<file path="src/rtl/nibble_alu_pkg.sv">
// Purpose: Shared types and constants for the nibble ALU datapath.
// Assumes: One core clock; the sequencer supplies operand nibbles.
// Notes: Flag layout and reset values are local choices.
package nibble_alu_pkg;

  // Address width of the general register and data memory space.
  localparam int ADDR_W = 7;

  // Instruction classes handled by the datapath.
  typedef enum logic [3:0] {
    OP_ADD = 4'h0,
    OP_SUM_WITH_CARRY_IN = 4'h1,
    OP_SUB = 4'h2,
    OP_DIFFERENCE_WITH_BORROW = 4'h3,
    OP_OR = 4'h4,
    OP_AND = 4'h5,
    OP_XOR = 4'h6,
    OP_ROTATE_RIGHT_THROUGH_CARRY = 4'h7,
    OP_TEST_ONES = 4'h8,
    OP_TEST_ZEROS = 4'h9,
    OP_SKIP_EQ = 4'ha,
    OP_SKIP_NE = 4'hb,
    OP_SKIP_GE = 4'hc,
    OP_SKIP_LT = 4'hd
  } alu_op_e;

  // The four status flags, shared with the program status word.
  typedef struct packed {
    logic compare_no_store_flag;
    logic carry_flag;
    logic zero_flag;
    logic decimal_flag;
  } program_status_word_s;

  // One instruction as handed over by the sequencer.
  typedef struct packed {
    alu_op_e op;
    logic first_in_mem;
    logic [ADDR_W-1:0] first_addr;
    logic [3:0] first_data;
    logic second_is_imm;
    logic [3:0] second_mem_data;
    logic [3:0] immediate_nibble_operand;
  } alu_req_s;

  // Write-back toward the general register or data memory.
  typedef struct packed {
    logic en;
    logic to_mem;
    logic [ADDR_W-1:0] addr;
    logic [3:0] data;
  } wb_s;

  // Values after reset.
  localparam program_status_word_s PSW_RESET = 4'h0;
  localparam logic [3:0] NIBBLE_RESET = 4'h0;

  // Limits of the binary and decimal ranges.
  localparam logic [4:0] BIN_LIMIT = 5'h0f;
  localparam logic [3:0] DEC_LIMIT = 4'h9;
  localparam logic [4:0] DEC_TEN = 5'h0a;
  localparam logic [4:0] DEC_ADD_TOP = 5'h13;
  localparam logic [4:0] DEC_ADD_OFFSET = 5'h14;
  localparam logic [3:0] DEC_SUB_FIX = 4'h6;
  localparam logic [3:0] ZERO_NIBBLE = 4'h0;

  // Out-of-range decimal results, one nibble per step past the range.
  localparam logic [47:0] DEC_ADD_OVER = 48'hdcba_dcfe_dcfe;
  localparam logic [47:0] DEC_SUB_OVER = 48'hfedc_fedc_fedc;

endpackage

</file>
<file path="src/rtl/bcd_correct.sv">
// Purpose: Decimal conversion stage after the binary adder.
// Assumes: Input is the carry or borrow bit above the binary nibble.
// Notes: Results outside the valid ranges come out at ten or more.
`timescale 1ns/1ps
module bcd_correct (
  input wire logic i_sub,
  input wire logic [4:0] i_bin,
  output logic [3:0] o_res,
  output logic o_carry
);

  logic [4:0] over_idx;

  // Map the binary pair onto a decimal digit and carry.
  always_comb begin
    over_idx = 5'h00;
    o_carry = 1'b1;
    o_res = i_bin[3:0];
    if (!i_sub) begin
      if (i_bin <= {1'b0, nibble_alu_pkg::DEC_LIMIT}) begin
        o_carry = 1'b0;
      end else if (i_bin <= nibble_alu_pkg::DEC_ADD_TOP) begin
        o_res = 4'(i_bin - nibble_alu_pkg::DEC_TEN);
      end else begin
        over_idx = i_bin - nibble_alu_pkg::DEC_ADD_OFFSET;
        o_res = nibble_alu_pkg::DEC_ADD_OVER[{over_idx[3:0], 2'b00} +: 4];
      end
    end else begin
      if (!i_bin[4] && i_bin[3:0] <= nibble_alu_pkg::DEC_LIMIT) begin
        o_carry = 1'b0;
      end else if (i_bin[4] && i_bin[3:0] >= nibble_alu_pkg::DEC_SUB_FIX) begin
        o_res = i_bin[3:0] - nibble_alu_pkg::DEC_SUB_FIX;
      end else begin
        // Borrowed values wrap past the unborrowed ones in the table.
        over_idx = i_bin - nibble_alu_pkg::DEC_TEN;
        o_res = nibble_alu_pkg::DEC_SUB_OVER[{over_idx[3:0], 2'b00} +: 4];
      end
    end
  end

endmodule // bcd_correct

</file>
<file path="src/rtl/nibble_alu.sv">
// Purpose: Nibble ALU with binary and decimal add and subtract,
//   logic, rotation, bit tests and compares that decide a skip.
// Assumes: The sequencer drives one request at a time and gives
//   operand nibbles already read from register or memory.
// Notes: Flags are one store shared with the status word port.
//
// Functional notes
// - Latch both operands before any computing.
// - Operands: register/memory nibble, memory or immediate.
// - Rotation uses only the first operand.
// - Store result at first operand address.
// - Compares only decide a skip; bit tests also clear a flag.
// - Logic ops keep carry and zero untouched.
// - Bit test clears the compare-no-store flag.
// - Add, add-carry, subtract, subtract-borrow supported.
// - Decimal flag picks mode; compare flag blocks arithmetic store.
// - Binary carry on result above 15 or below 0.
// - Binary stored: zero set when nibble is zero.
// - Compare flag on: no store, carry still updated.
// - Compare flag on: zero kept, nonzero clears it.
// - Decimal carry on result above 9 or below 0.
// - Decimal zero follows the corrected result.
// - Decimal: binary result, then correction stage.
// - Out of range decimal: carry, result ten up.
// - Decimal add valid for sums zero to nineteen.
// - Decimal borrow pairs map to minus ten..one.
// - Carry feeds chained ops; rotation moves carry.
// - Flags are the program status word itself.
`timescale 1ns/1ps
module nibble_alu (
  input wire logic i_clk,
  input wire logic i_reset_n,
  input wire logic i_start,
  input wire nibble_alu_pkg::alu_req_s i_req,
  input wire logic i_psw_wr,
  input wire nibble_alu_pkg::program_status_word_s i_psw,
  output nibble_alu_pkg::wb_s o_wb,
  output logic o_skip,
  output logic o_done,
  output logic o_busy,
  output nibble_alu_pkg::program_status_word_s o_program_status_word
);

  typedef enum logic [1:0] {
    ST_IDLE = 2'b01,
    ST_EXEC = 2'b10
  } state_e;

  typedef struct packed {
    state_e st;
    nibble_alu_pkg::alu_op_e op;
    logic first_in_mem;
    logic [nibble_alu_pkg::ADDR_W-1:0] first_addr;
    logic [3:0] opnd_a;
    logic [3:0] opnd_b;
    nibble_alu_pkg::program_status_word_s psw;
    nibble_alu_pkg::wb_s wb;
    logic skip;
    logic done;
    logic busy;
  } core_s;

  localparam core_s CORE_RESET = '{
    st: ST_IDLE,
    op: nibble_alu_pkg::OP_ADD,
    opnd_a: nibble_alu_pkg::NIBBLE_RESET,
    opnd_b: nibble_alu_pkg::NIBBLE_RESET,
    psw: nibble_alu_pkg::PSW_RESET,
    wb: '0,
    default: '0
  };

  core_s core_reg;
  core_s core_next;

  logic is_sub;
  logic carry_in;
  logic [4:0] bin_sum;
  logic [3:0] dec_res;
  logic dec_carry;
  logic [3:0] arith_res;
  logic arith_carry;
  logic arith_zero;

  // Carry-in and direction come from the latched instruction.
  always_comb begin
    is_sub = (core_reg.op == nibble_alu_pkg::OP_SUB) ||
      (core_reg.op == nibble_alu_pkg::OP_DIFFERENCE_WITH_BORROW);
    carry_in = core_reg.psw.carry_flag &&
      ((core_reg.op == nibble_alu_pkg::OP_SUM_WITH_CARRY_IN) ||
      (core_reg.op == nibble_alu_pkg::OP_DIFFERENCE_WITH_BORROW));
  end

  // The binary result always comes first; bit 4 is carry or borrow.
  always_comb begin
    if (is_sub) begin
      bin_sum = {1'b0, core_reg.opnd_a} - {1'b0, core_reg.opnd_b} -
        {4'h0, carry_in};
    end else begin
      bin_sum = {1'b0, core_reg.opnd_a} + {1'b0, core_reg.opnd_b} +
        {4'h0, carry_in};
    end
  end

  // Decimal correction stage, fed by the binary pair.
  bcd_correct u_bcd_correct (
    .i_sub(is_sub),
    .i_bin(bin_sum),
    .o_res(dec_res),
    .o_carry(dec_carry)
  );

  // Mode select and the zero flag policy of the compare flag.
  always_comb begin
    if (core_reg.psw.decimal_flag) begin
      arith_res = dec_res;
      arith_carry = dec_carry;
    end else begin
      arith_res = bin_sum[3:0];
      arith_carry = bin_sum[4];
    end
    if (core_reg.psw.compare_no_store_flag) begin
      // Chained compares keep a zero from earlier nibbles alive.
      arith_zero = (arith_res == nibble_alu_pkg::ZERO_NIBBLE) &&
        core_reg.psw.zero_flag;
    end else begin
      arith_zero = (arith_res == nibble_alu_pkg::ZERO_NIBBLE);
    end
  end

  // Sequencing, write-back, skip decision and flag updates.
  always_comb begin
    core_next = core_reg;
    core_next.wb.en = 1'b0;
    core_next.skip = 1'b0;
    core_next.done = 1'b0;
    unique case (core_reg.st)
      ST_IDLE: begin
        // Direct flag writes are taken only between instructions.
        if (i_psw_wr) begin
          core_next.psw = i_psw;
        end
        if (i_start) begin
          core_next.st = ST_EXEC;
          core_next.busy = 1'b1;
          core_next.op = i_req.op;
          core_next.first_in_mem = i_req.first_in_mem;
          core_next.first_addr = i_req.first_addr;
          core_next.opnd_a = i_req.first_data;
          if (i_req.op != nibble_alu_pkg::OP_ROTATE_RIGHT_THROUGH_CARRY) begin
            if (i_req.second_is_imm) begin
              core_next.opnd_b = i_req.immediate_nibble_operand;
            end else begin
              core_next.opnd_b = i_req.second_mem_data;
            end
          end else begin
            core_next.opnd_b = core_reg.opnd_b;
          end
        end
      end
      ST_EXEC: begin
        core_next.st = ST_IDLE;
        core_next.busy = 1'b0;
        core_next.done = 1'b1;
        core_next.wb.addr = core_reg.first_addr;
        core_next.wb.to_mem = core_reg.first_in_mem;
        case (core_reg.op)
          nibble_alu_pkg::OP_ADD,
          nibble_alu_pkg::OP_SUM_WITH_CARRY_IN,
          nibble_alu_pkg::OP_SUB,
          nibble_alu_pkg::OP_DIFFERENCE_WITH_BORROW: begin
            // The result is kept on the bus even when not stored.
            core_next.wb.data = arith_res;
            core_next.wb.en =
              !core_reg.psw.compare_no_store_flag;
            core_next.psw.carry_flag = arith_carry;
            core_next.psw.zero_flag = arith_zero;
          end
          nibble_alu_pkg::OP_OR: begin
            core_next.wb.data = core_reg.opnd_a | core_reg.opnd_b;
            core_next.wb.en = 1'b1;
          end
          nibble_alu_pkg::OP_AND: begin
            core_next.wb.data = core_reg.opnd_a & core_reg.opnd_b;
            core_next.wb.en = 1'b1;
          end
          nibble_alu_pkg::OP_XOR: begin
            core_next.wb.data = core_reg.opnd_a ^ core_reg.opnd_b;
            core_next.wb.en = 1'b1;
          end
          nibble_alu_pkg::OP_ROTATE_RIGHT_THROUGH_CARRY: begin
            core_next.wb.data = {core_reg.psw.carry_flag,
              core_reg.opnd_a[3:1]};
            core_next.psw.carry_flag = core_reg.opnd_a[0];
            core_next.wb.en = 1'b1;
          end
          nibble_alu_pkg::OP_TEST_ONES: begin
            core_next.skip = ((core_reg.opnd_a & core_reg.opnd_b) ==
              core_reg.opnd_b);
            core_next.psw.compare_no_store_flag = 1'b0;
          end
          nibble_alu_pkg::OP_TEST_ZEROS: begin
            core_next.skip = ((core_reg.opnd_a & core_reg.opnd_b) ==
              nibble_alu_pkg::ZERO_NIBBLE);
            core_next.psw.compare_no_store_flag = 1'b0;
          end
          nibble_alu_pkg::OP_SKIP_EQ: begin
            core_next.skip = (core_reg.opnd_a == core_reg.opnd_b);
          end
          nibble_alu_pkg::OP_SKIP_NE: begin
            core_next.skip = (core_reg.opnd_a != core_reg.opnd_b);
          end
          nibble_alu_pkg::OP_SKIP_GE: begin
            core_next.skip = (core_reg.opnd_a >= core_reg.opnd_b);
          end
          nibble_alu_pkg::OP_SKIP_LT: begin
            core_next.skip = (core_reg.opnd_a < core_reg.opnd_b);
          end
          default: begin
            // Unused opcodes finish without any effect.
            core_next.skip = 1'b0;
          end
        endcase
      end
      default: begin
        core_next = CORE_RESET;
      end
    endcase
  end

  // The whole state sits in one register.
  always_ff @(posedge i_clk or negedge i_reset_n) begin
    if (!i_reset_n) begin
      core_reg <= CORE_RESET;
    end else begin
      core_reg <= core_next;
    end
  end

  // Every output is a field of the state register.
  assign o_wb = core_reg.wb;
  assign o_skip = core_reg.skip;
  assign o_done = core_reg.done;
  assign o_busy = core_reg.busy;
  assign o_program_status_word = core_reg.psw;

  logic last_arith;
  logic last_logic;
  logic last_test;

  // Classes of the instruction that just finished, for the checks.
  always_comb begin
    last_arith = (core_reg.op == nibble_alu_pkg::OP_ADD) ||
      (core_reg.op == nibble_alu_pkg::OP_SUM_WITH_CARRY_IN) || is_sub;
    last_logic = (core_reg.op == nibble_alu_pkg::OP_OR) ||
      (core_reg.op == nibble_alu_pkg::OP_AND) ||
      (core_reg.op == nibble_alu_pkg::OP_XOR);
    last_test = (core_reg.op == nibble_alu_pkg::OP_TEST_ONES) ||
      (core_reg.op == nibble_alu_pkg::OP_TEST_ZEROS);
  end

  a_latch_then_done: assert property (
    @(posedge i_clk) disable iff (!i_reset_n)
    (i_start && !o_busy) |=> o_busy ##1 (o_done && !o_busy))
    else $error("Request did not finish two cycles after acceptance.");

  a_logic_keeps_flags: assert property (
    @(posedge i_clk) disable iff (!i_reset_n)
    (o_done && last_logic) |->
      ($stable(o_program_status_word.carry_flag) &&
      $stable(o_program_status_word.zero_flag) && o_wb.en))
    else $error("Logic operation changed flags or did not store.");

  a_test_clears_cmp: assert property (
    @(posedge i_clk) disable iff (!i_reset_n)
    (o_done && last_test) |->
      (!o_program_status_word.compare_no_store_flag && !o_wb.en))
    else $error("Bit test left the compare flag set or stored.");

  a_store_gate: assert property (
    @(posedge i_clk) disable iff (!i_reset_n)
    (o_done && last_arith) |->
      (o_wb.en == !o_program_status_word.compare_no_store_flag) &&
      (o_wb.addr == core_reg.first_addr))
    else $error("Arithmetic store does not follow the compare flag.");

  a_rotate_carry: assert property (
    @(posedge i_clk) disable iff (!i_reset_n)
    (o_done && core_reg.op ==
      nibble_alu_pkg::OP_ROTATE_RIGHT_THROUGH_CARRY) |->
      (o_wb.data == {$past(o_program_status_word.carry_flag),
      core_reg.opnd_a[3:1]}) &&
      (o_program_status_word.carry_flag == core_reg.opnd_a[0]))
    else $error("Rotation moved carry or bit zero wrongly.");

  a_binary_add_carry: assert property (
    @(posedge i_clk) disable iff (!i_reset_n)
    (o_done && core_reg.op == nibble_alu_pkg::OP_ADD &&
      !o_program_status_word.decimal_flag) |->
      (o_program_status_word.carry_flag ==
      (({1'b0, core_reg.opnd_a} + {1'b0, core_reg.opnd_b}) >
      nibble_alu_pkg::BIN_LIMIT)))
    else $error("Binary add carry does not match the true sum.");

  a_zero_held_cmp: assert property (
    @(posedge i_clk) disable iff (!i_reset_n)
    (o_done && last_arith &&
      o_program_status_word.compare_no_store_flag) |->
      (o_program_status_word.zero_flag ==
      ((o_wb.data == nibble_alu_pkg::ZERO_NIBBLE) &&
      $past(o_program_status_word.zero_flag))))
    else $error("Zero flag broke the compare chaining policy.");

  a_decimal_over: assert property (
    @(posedge i_clk) disable iff (!i_reset_n)
    (o_done && last_arith && o_program_status_word.decimal_flag &&
      o_wb.data > nibble_alu_pkg::DEC_LIMIT) |->
      o_program_status_word.carry_flag)
    else $error("Decimal result above nine without carry.");

  a_decimal_add_fix: assert property (
    @(posedge i_clk) disable iff (!i_reset_n)
    (o_done && core_reg.op == nibble_alu_pkg::OP_ADD &&
      o_program_status_word.decimal_flag &&
      (({1'b0, core_reg.opnd_a} + {1'b0, core_reg.opnd_b}) >=
      nibble_alu_pkg::DEC_TEN) &&
      (({1'b0, core_reg.opnd_a} + {1'b0, core_reg.opnd_b}) <=
      nibble_alu_pkg::DEC_ADD_TOP)) |->
      (o_program_status_word.carry_flag &&
      (o_wb.data == 4'({1'b0, core_reg.opnd_a} + {1'b0, core_reg.opnd_b} -
      nibble_alu_pkg::DEC_TEN))))
    else $error("Decimal sum of ten to nineteen was not corrected.");

  a_rotate_keeps_flags: assert property (
    @(posedge i_clk) disable iff (!i_reset_n)
    (o_done && core_reg.op ==
      nibble_alu_pkg::OP_ROTATE_RIGHT_THROUGH_CARRY) |->
      ($stable(o_program_status_word.zero_flag) &&
      $stable(o_program_status_word.compare_no_store_flag) && o_wb.en))
    else $error("Rotation changed other flags or did not store.");

  a_skip_equal: assert property (
    @(posedge i_clk) disable iff (!i_reset_n)
    (o_done && core_reg.op == nibble_alu_pkg::OP_SKIP_EQ) |->
      (o_skip == (core_reg.opnd_a == core_reg.opnd_b)) && !o_wb.en)
    else $error("Equality skip decision is wrong.");

  a_skip_pulse: assert property (
    @(posedge i_clk) disable iff (!i_reset_n)
    (o_skip || o_wb.en) |-> o_done)
    else $error("Skip or store outside a finishing cycle.");

endmodule // nibble_alu

</file>
<file path="config.mk">
export PLATFORM = sky130hd
export DESIGN_NAME = nibble_alu
export DESIGN_NICKNAME = d
export VERILOG_FILES = /design/src/rtl/nibble_alu_pkg.sv /design/src/rtl/bcd_correct.sv /design/src/rtl/nibble_alu.sv
export SDC_FILE = /design/constraint.sdc
export NUM_CORES = 1
export LEC_CHECK = 0
export ABC_CLOCK_PERIOD_IN_PS = 4300
export BUFFER_PORTS_ARGS = -buffer_cell sky130_fd_sc_hd__buf_2
export CORE_MARGIN = 4
export CORE_UTILIZATION = 55
export CTS_CLUSTER_DIAMETER = 120
export DETAILED_ROUTE_END_ITERATION = 16
export GPL_TIMING_DRIVEN = 1
export HOLD_SLACK_MARGIN = 0.15
export PLACE_DENSITY = 0.81
export SLEW_MARGIN = 20
export SYNTH_ARGS = -nofsm -noshare
export SYNTH_HDL_FRONTEND = slang
export SYNTH_SLANG_ARGS = --single-unit
</file>
<file path="constraint.sdc">
create_clock -name i_clk -period 4.3 [get_ports i_clk]
set_input_delay 0.86 -clock i_clk [delete_from_list [all_inputs] [get_ports i_clk]]
set_output_delay 0.86 -clock i_clk [all_outputs]
set_load 0.1 [all_outputs]
</file>
==> results.py <==
metrics = {
    "outcome": {
        "status": "finished clean",
    },
    "clock_network": {
        "path_clk_slew_ns": 0.09,
        "cts_resized": 0,
        "numCtsBuffers": 5,
        "htreeDepth": 2,
        "clock_latency_ns": 0.30,
        "cts_setup_buffers": 0,
        "cts.path.max_buffers": 2,
        "cts_tree": "built",
        "cts_sinks": 41,
        "cts.root.buffer_cell": "clkbuf_8",
        "cts-hold-fix-buffers": 0,
    },
    "synth": {
        "synth-seq-area-share": 0.309,
        "synth_top_area_frac": 0.302,
        "synthCells": 365,
        "syn-num-nets": 430,
        "synth_area_sq_mm": 0.00332,
        "synth.area.top_cells": "dfrtp_1 30%, ha_1 11%, nand2_1 5.1%",
        "synth-seq-cells": 41,
        "syn_area_per_cell_sq_um": 9.09,
        "synth.most_common_cell": "nand2_1",
        "synth_common_cells": "45 x nand2_1, 40 x dfrtp_1, 31 x inv_1",
        "ys_types": 69,
        "synth-main-ff-cell": "dfrtp_1",
        "async_flop_share": 1.00,
        "yosys.area.top_type": "dfrtp_1",
        "synth-edff-count": 0,
        "yosys_warnings": 0,
    },
    "setup_path": {
        "reg2reg_slack_ns": 0.32,
        "r2r_start": "core_reg[39]",
        "worst_ep_arrival_time_ns": 4.19,
        "reg2reg_depth": 16,
        "cp_max_fo": 6,
        "end_kind": "flop",
        "critical_path_class": "reg -> reg",
        "start_kind": "flop",
        "crit_required_ns": 4.51,
        "regToRegEndpoint": "o_program_status_word[1]",
    },
    "worst_hold_path": {
        "worstHoldPathCells": 2,
        "hp-class": "reg -> reg",
        "hp-start": "core_reg[32]",
        "min_to": "core_reg[32]",
    },
    "timing": {
        "fin_setup_tns_ns": 0,
        "worst_slew_pin_slew_ns": 0.915,
        "rsz0062_at_grt": "false",
        "fin_skew_ns": 0.00648,
        "post-route-min-period_ns": 3.98,
        "fin_crit_sh": 0.926,
        "slew_headroom": 0.390,
        "setup_viol": 0,
        "worst_slack_ns": 0.319,
        "final_max_slew_viol_count": 0,
        "fmax_mhz": 251,
        "hold_viol_final": 0,
    },
    "grt": {
        "antenna_found_initial": 0,
        "grt_overflow": 0,
        "grt.met1_usage": 0.314,
        "busiest_layer": "met2",
        "grt_first_pass_wirelength_mm": 13.3,
        "met2_usage": 0.351,
        "grt_pass1_vias": 2781,
        "met3_usage": 0.0375,
        "grt_usage": 0.222,
        "grt_max_degree": 42,
    },
    "route": {
        "wl_per_cell_um": 16.7,
        "drcViolationCount": 0,
        "viasPerCell": 6.04,
        "vias": 2855,
        "totalWireLength_mm": 7.92,
        "drtIter0Drc": 196,
        "final_antenna_net_count": 0,
        "drtPass1Iterations": 5,
    },
    "cells_and_area": {
        "final_core_util": 0.612,
        "diodes": 0,
        "area_growth_pct": 8.52,
        "drive_gt1_frac": 0.244,
        "nets": 462,
        "largest_reg_flops": 22,
    },
    "die": {
        "die_y_um": 85.7,
        "dieArea_sq_mm": 0.00734,
        "placementRows": 28,
        "core_area_sq_mm": 0.00589,
        "ioPinCount": 53,
        "die_w_um": 85.7,
        "initial_utilization": 0.564,
    },
    "placement": {
        "place_ws_ns": 0.391,
        "dp_hpwl_mm": 6.00,
        "portBuffers": 52,
        "gp_congestion": 0.931,
    },
    "job": {
        "maxCapViolations": 0,
    },
}
-- kinds of logic (layout without fill, tap and decap cells) --
logic type,after synthesis,in the layout,share of synthesized area
and+or+nand+nor,120,120,0.181
AOI/OAI and AO/OA,89,89,0.205
buffers and inverters,67,100,0.105
DFF,41,41,0.309
adders and majority gates,32,32,0.130
muxes,12,12,0.0603
xor gates and xnor gates,4,4,0.0106
-- cell type report --
cell class | instances | area (sq um)
fill | 512 | 2280
clock buffer | 5 | 68.8
sequential | 41 | 1030
tap | 75 | 93.8
inverter | 32 | 123
timing repair buffer | 60 | 320
clock inverter | 3 | 25.0
multi-input combinational | 257 | 1940
-- metal layers --
layer  share of wire  up-vias
met5               0        -
met4           0.016        0
met3           0.071       14
met2            0.48      115
met1            0.43     1388
li1                -     1338
-- worst max path at each step --
stage | from | slack [ns] | end
after global placement | core_reg[39] | 0.52 | o_program_status_word[1]
after detailed placement | core_reg[39] | 0.39 | o_program_status_word[1]
after floorplan | core_reg[36] | 0.48 | o_program_status_word[1]
after CTS | core_reg[39] | 0.33 | o_program_status_word[1]
final | core_reg[39] | 0.32 | o_program_status_word[1]
after global routing | core_reg[39] | 0.04 | o_program_status_word[1]
-- placed cells by master, fill, tap and decap left out, types with 3 or more instances in the layout --
| master | n |
|---|---|
| buf_2 | 52 |
| nand2_1 | 45 |
| dfrtp_1 | 40 |
| inv_1 | 31 |
| ha_1 | 28 |
| nand3_1 | 24 |
| nor2_1 | 23 |
| o21ai_0 | 20 |
| a22o_1 | 11 |
| a21oi_1 | 9 |
| buf_4 | 8 |
| nand4_1 | 6 |
| mux4_2 | 5 |
| a31oi_1 | 5 |
| clkbuf_8 | 5 |
| mux2_2 | 4 |
| fa_1 | 4 |
| a211oi_1 | 3 |
| a211o_1 | 3 |
| nor4_1 | 3 |
| o21ai_1 | 3 |
| o31ai_1 | 3 |
| o22ai_1 | 3 |
| o21a_1 | 3 |
-- critical path, cell delays in order (launching register included) --
cell,delay (ns)
dfrtp_1,0.39
nor2_1,0.10
nand3_1,0.15
fa_1,0.43
ha_1,0.28
a211oi_1,0.31
mux2i_1,0.26
and3_1,0.35
inv_4,0.10
ha_1,0.24
nand2_1,0.11
o22ai_1,0.10
o22ai_2,0.24
nand3_1,0.19
o221ai_2,0.24
o2111ai_1,0.16
o31ai_1,0.25
-- metrics by stage --
| step | hold WS [ns] | std cells | cell area [sq um] |
|---|---|---|---|
| 2_1_floorplan | 0.440 | 365 | 3320 |
| 3_3_place_gp | 0.450 | 465 | 3510 |
| 3_5_place_dp | 0.457 | 465 | 3510 |
| 4_1_cts | 0.478 | 473 | 3600 |
| 5_1_grt | 0.502 | 473 | 3600 |
| 6_report | 0.474 | 473 | 3600 |
Power is left out: the tool's default activity adds up to more than one toggle a clock period on the data nets, which glitch-free logic cannot reach.
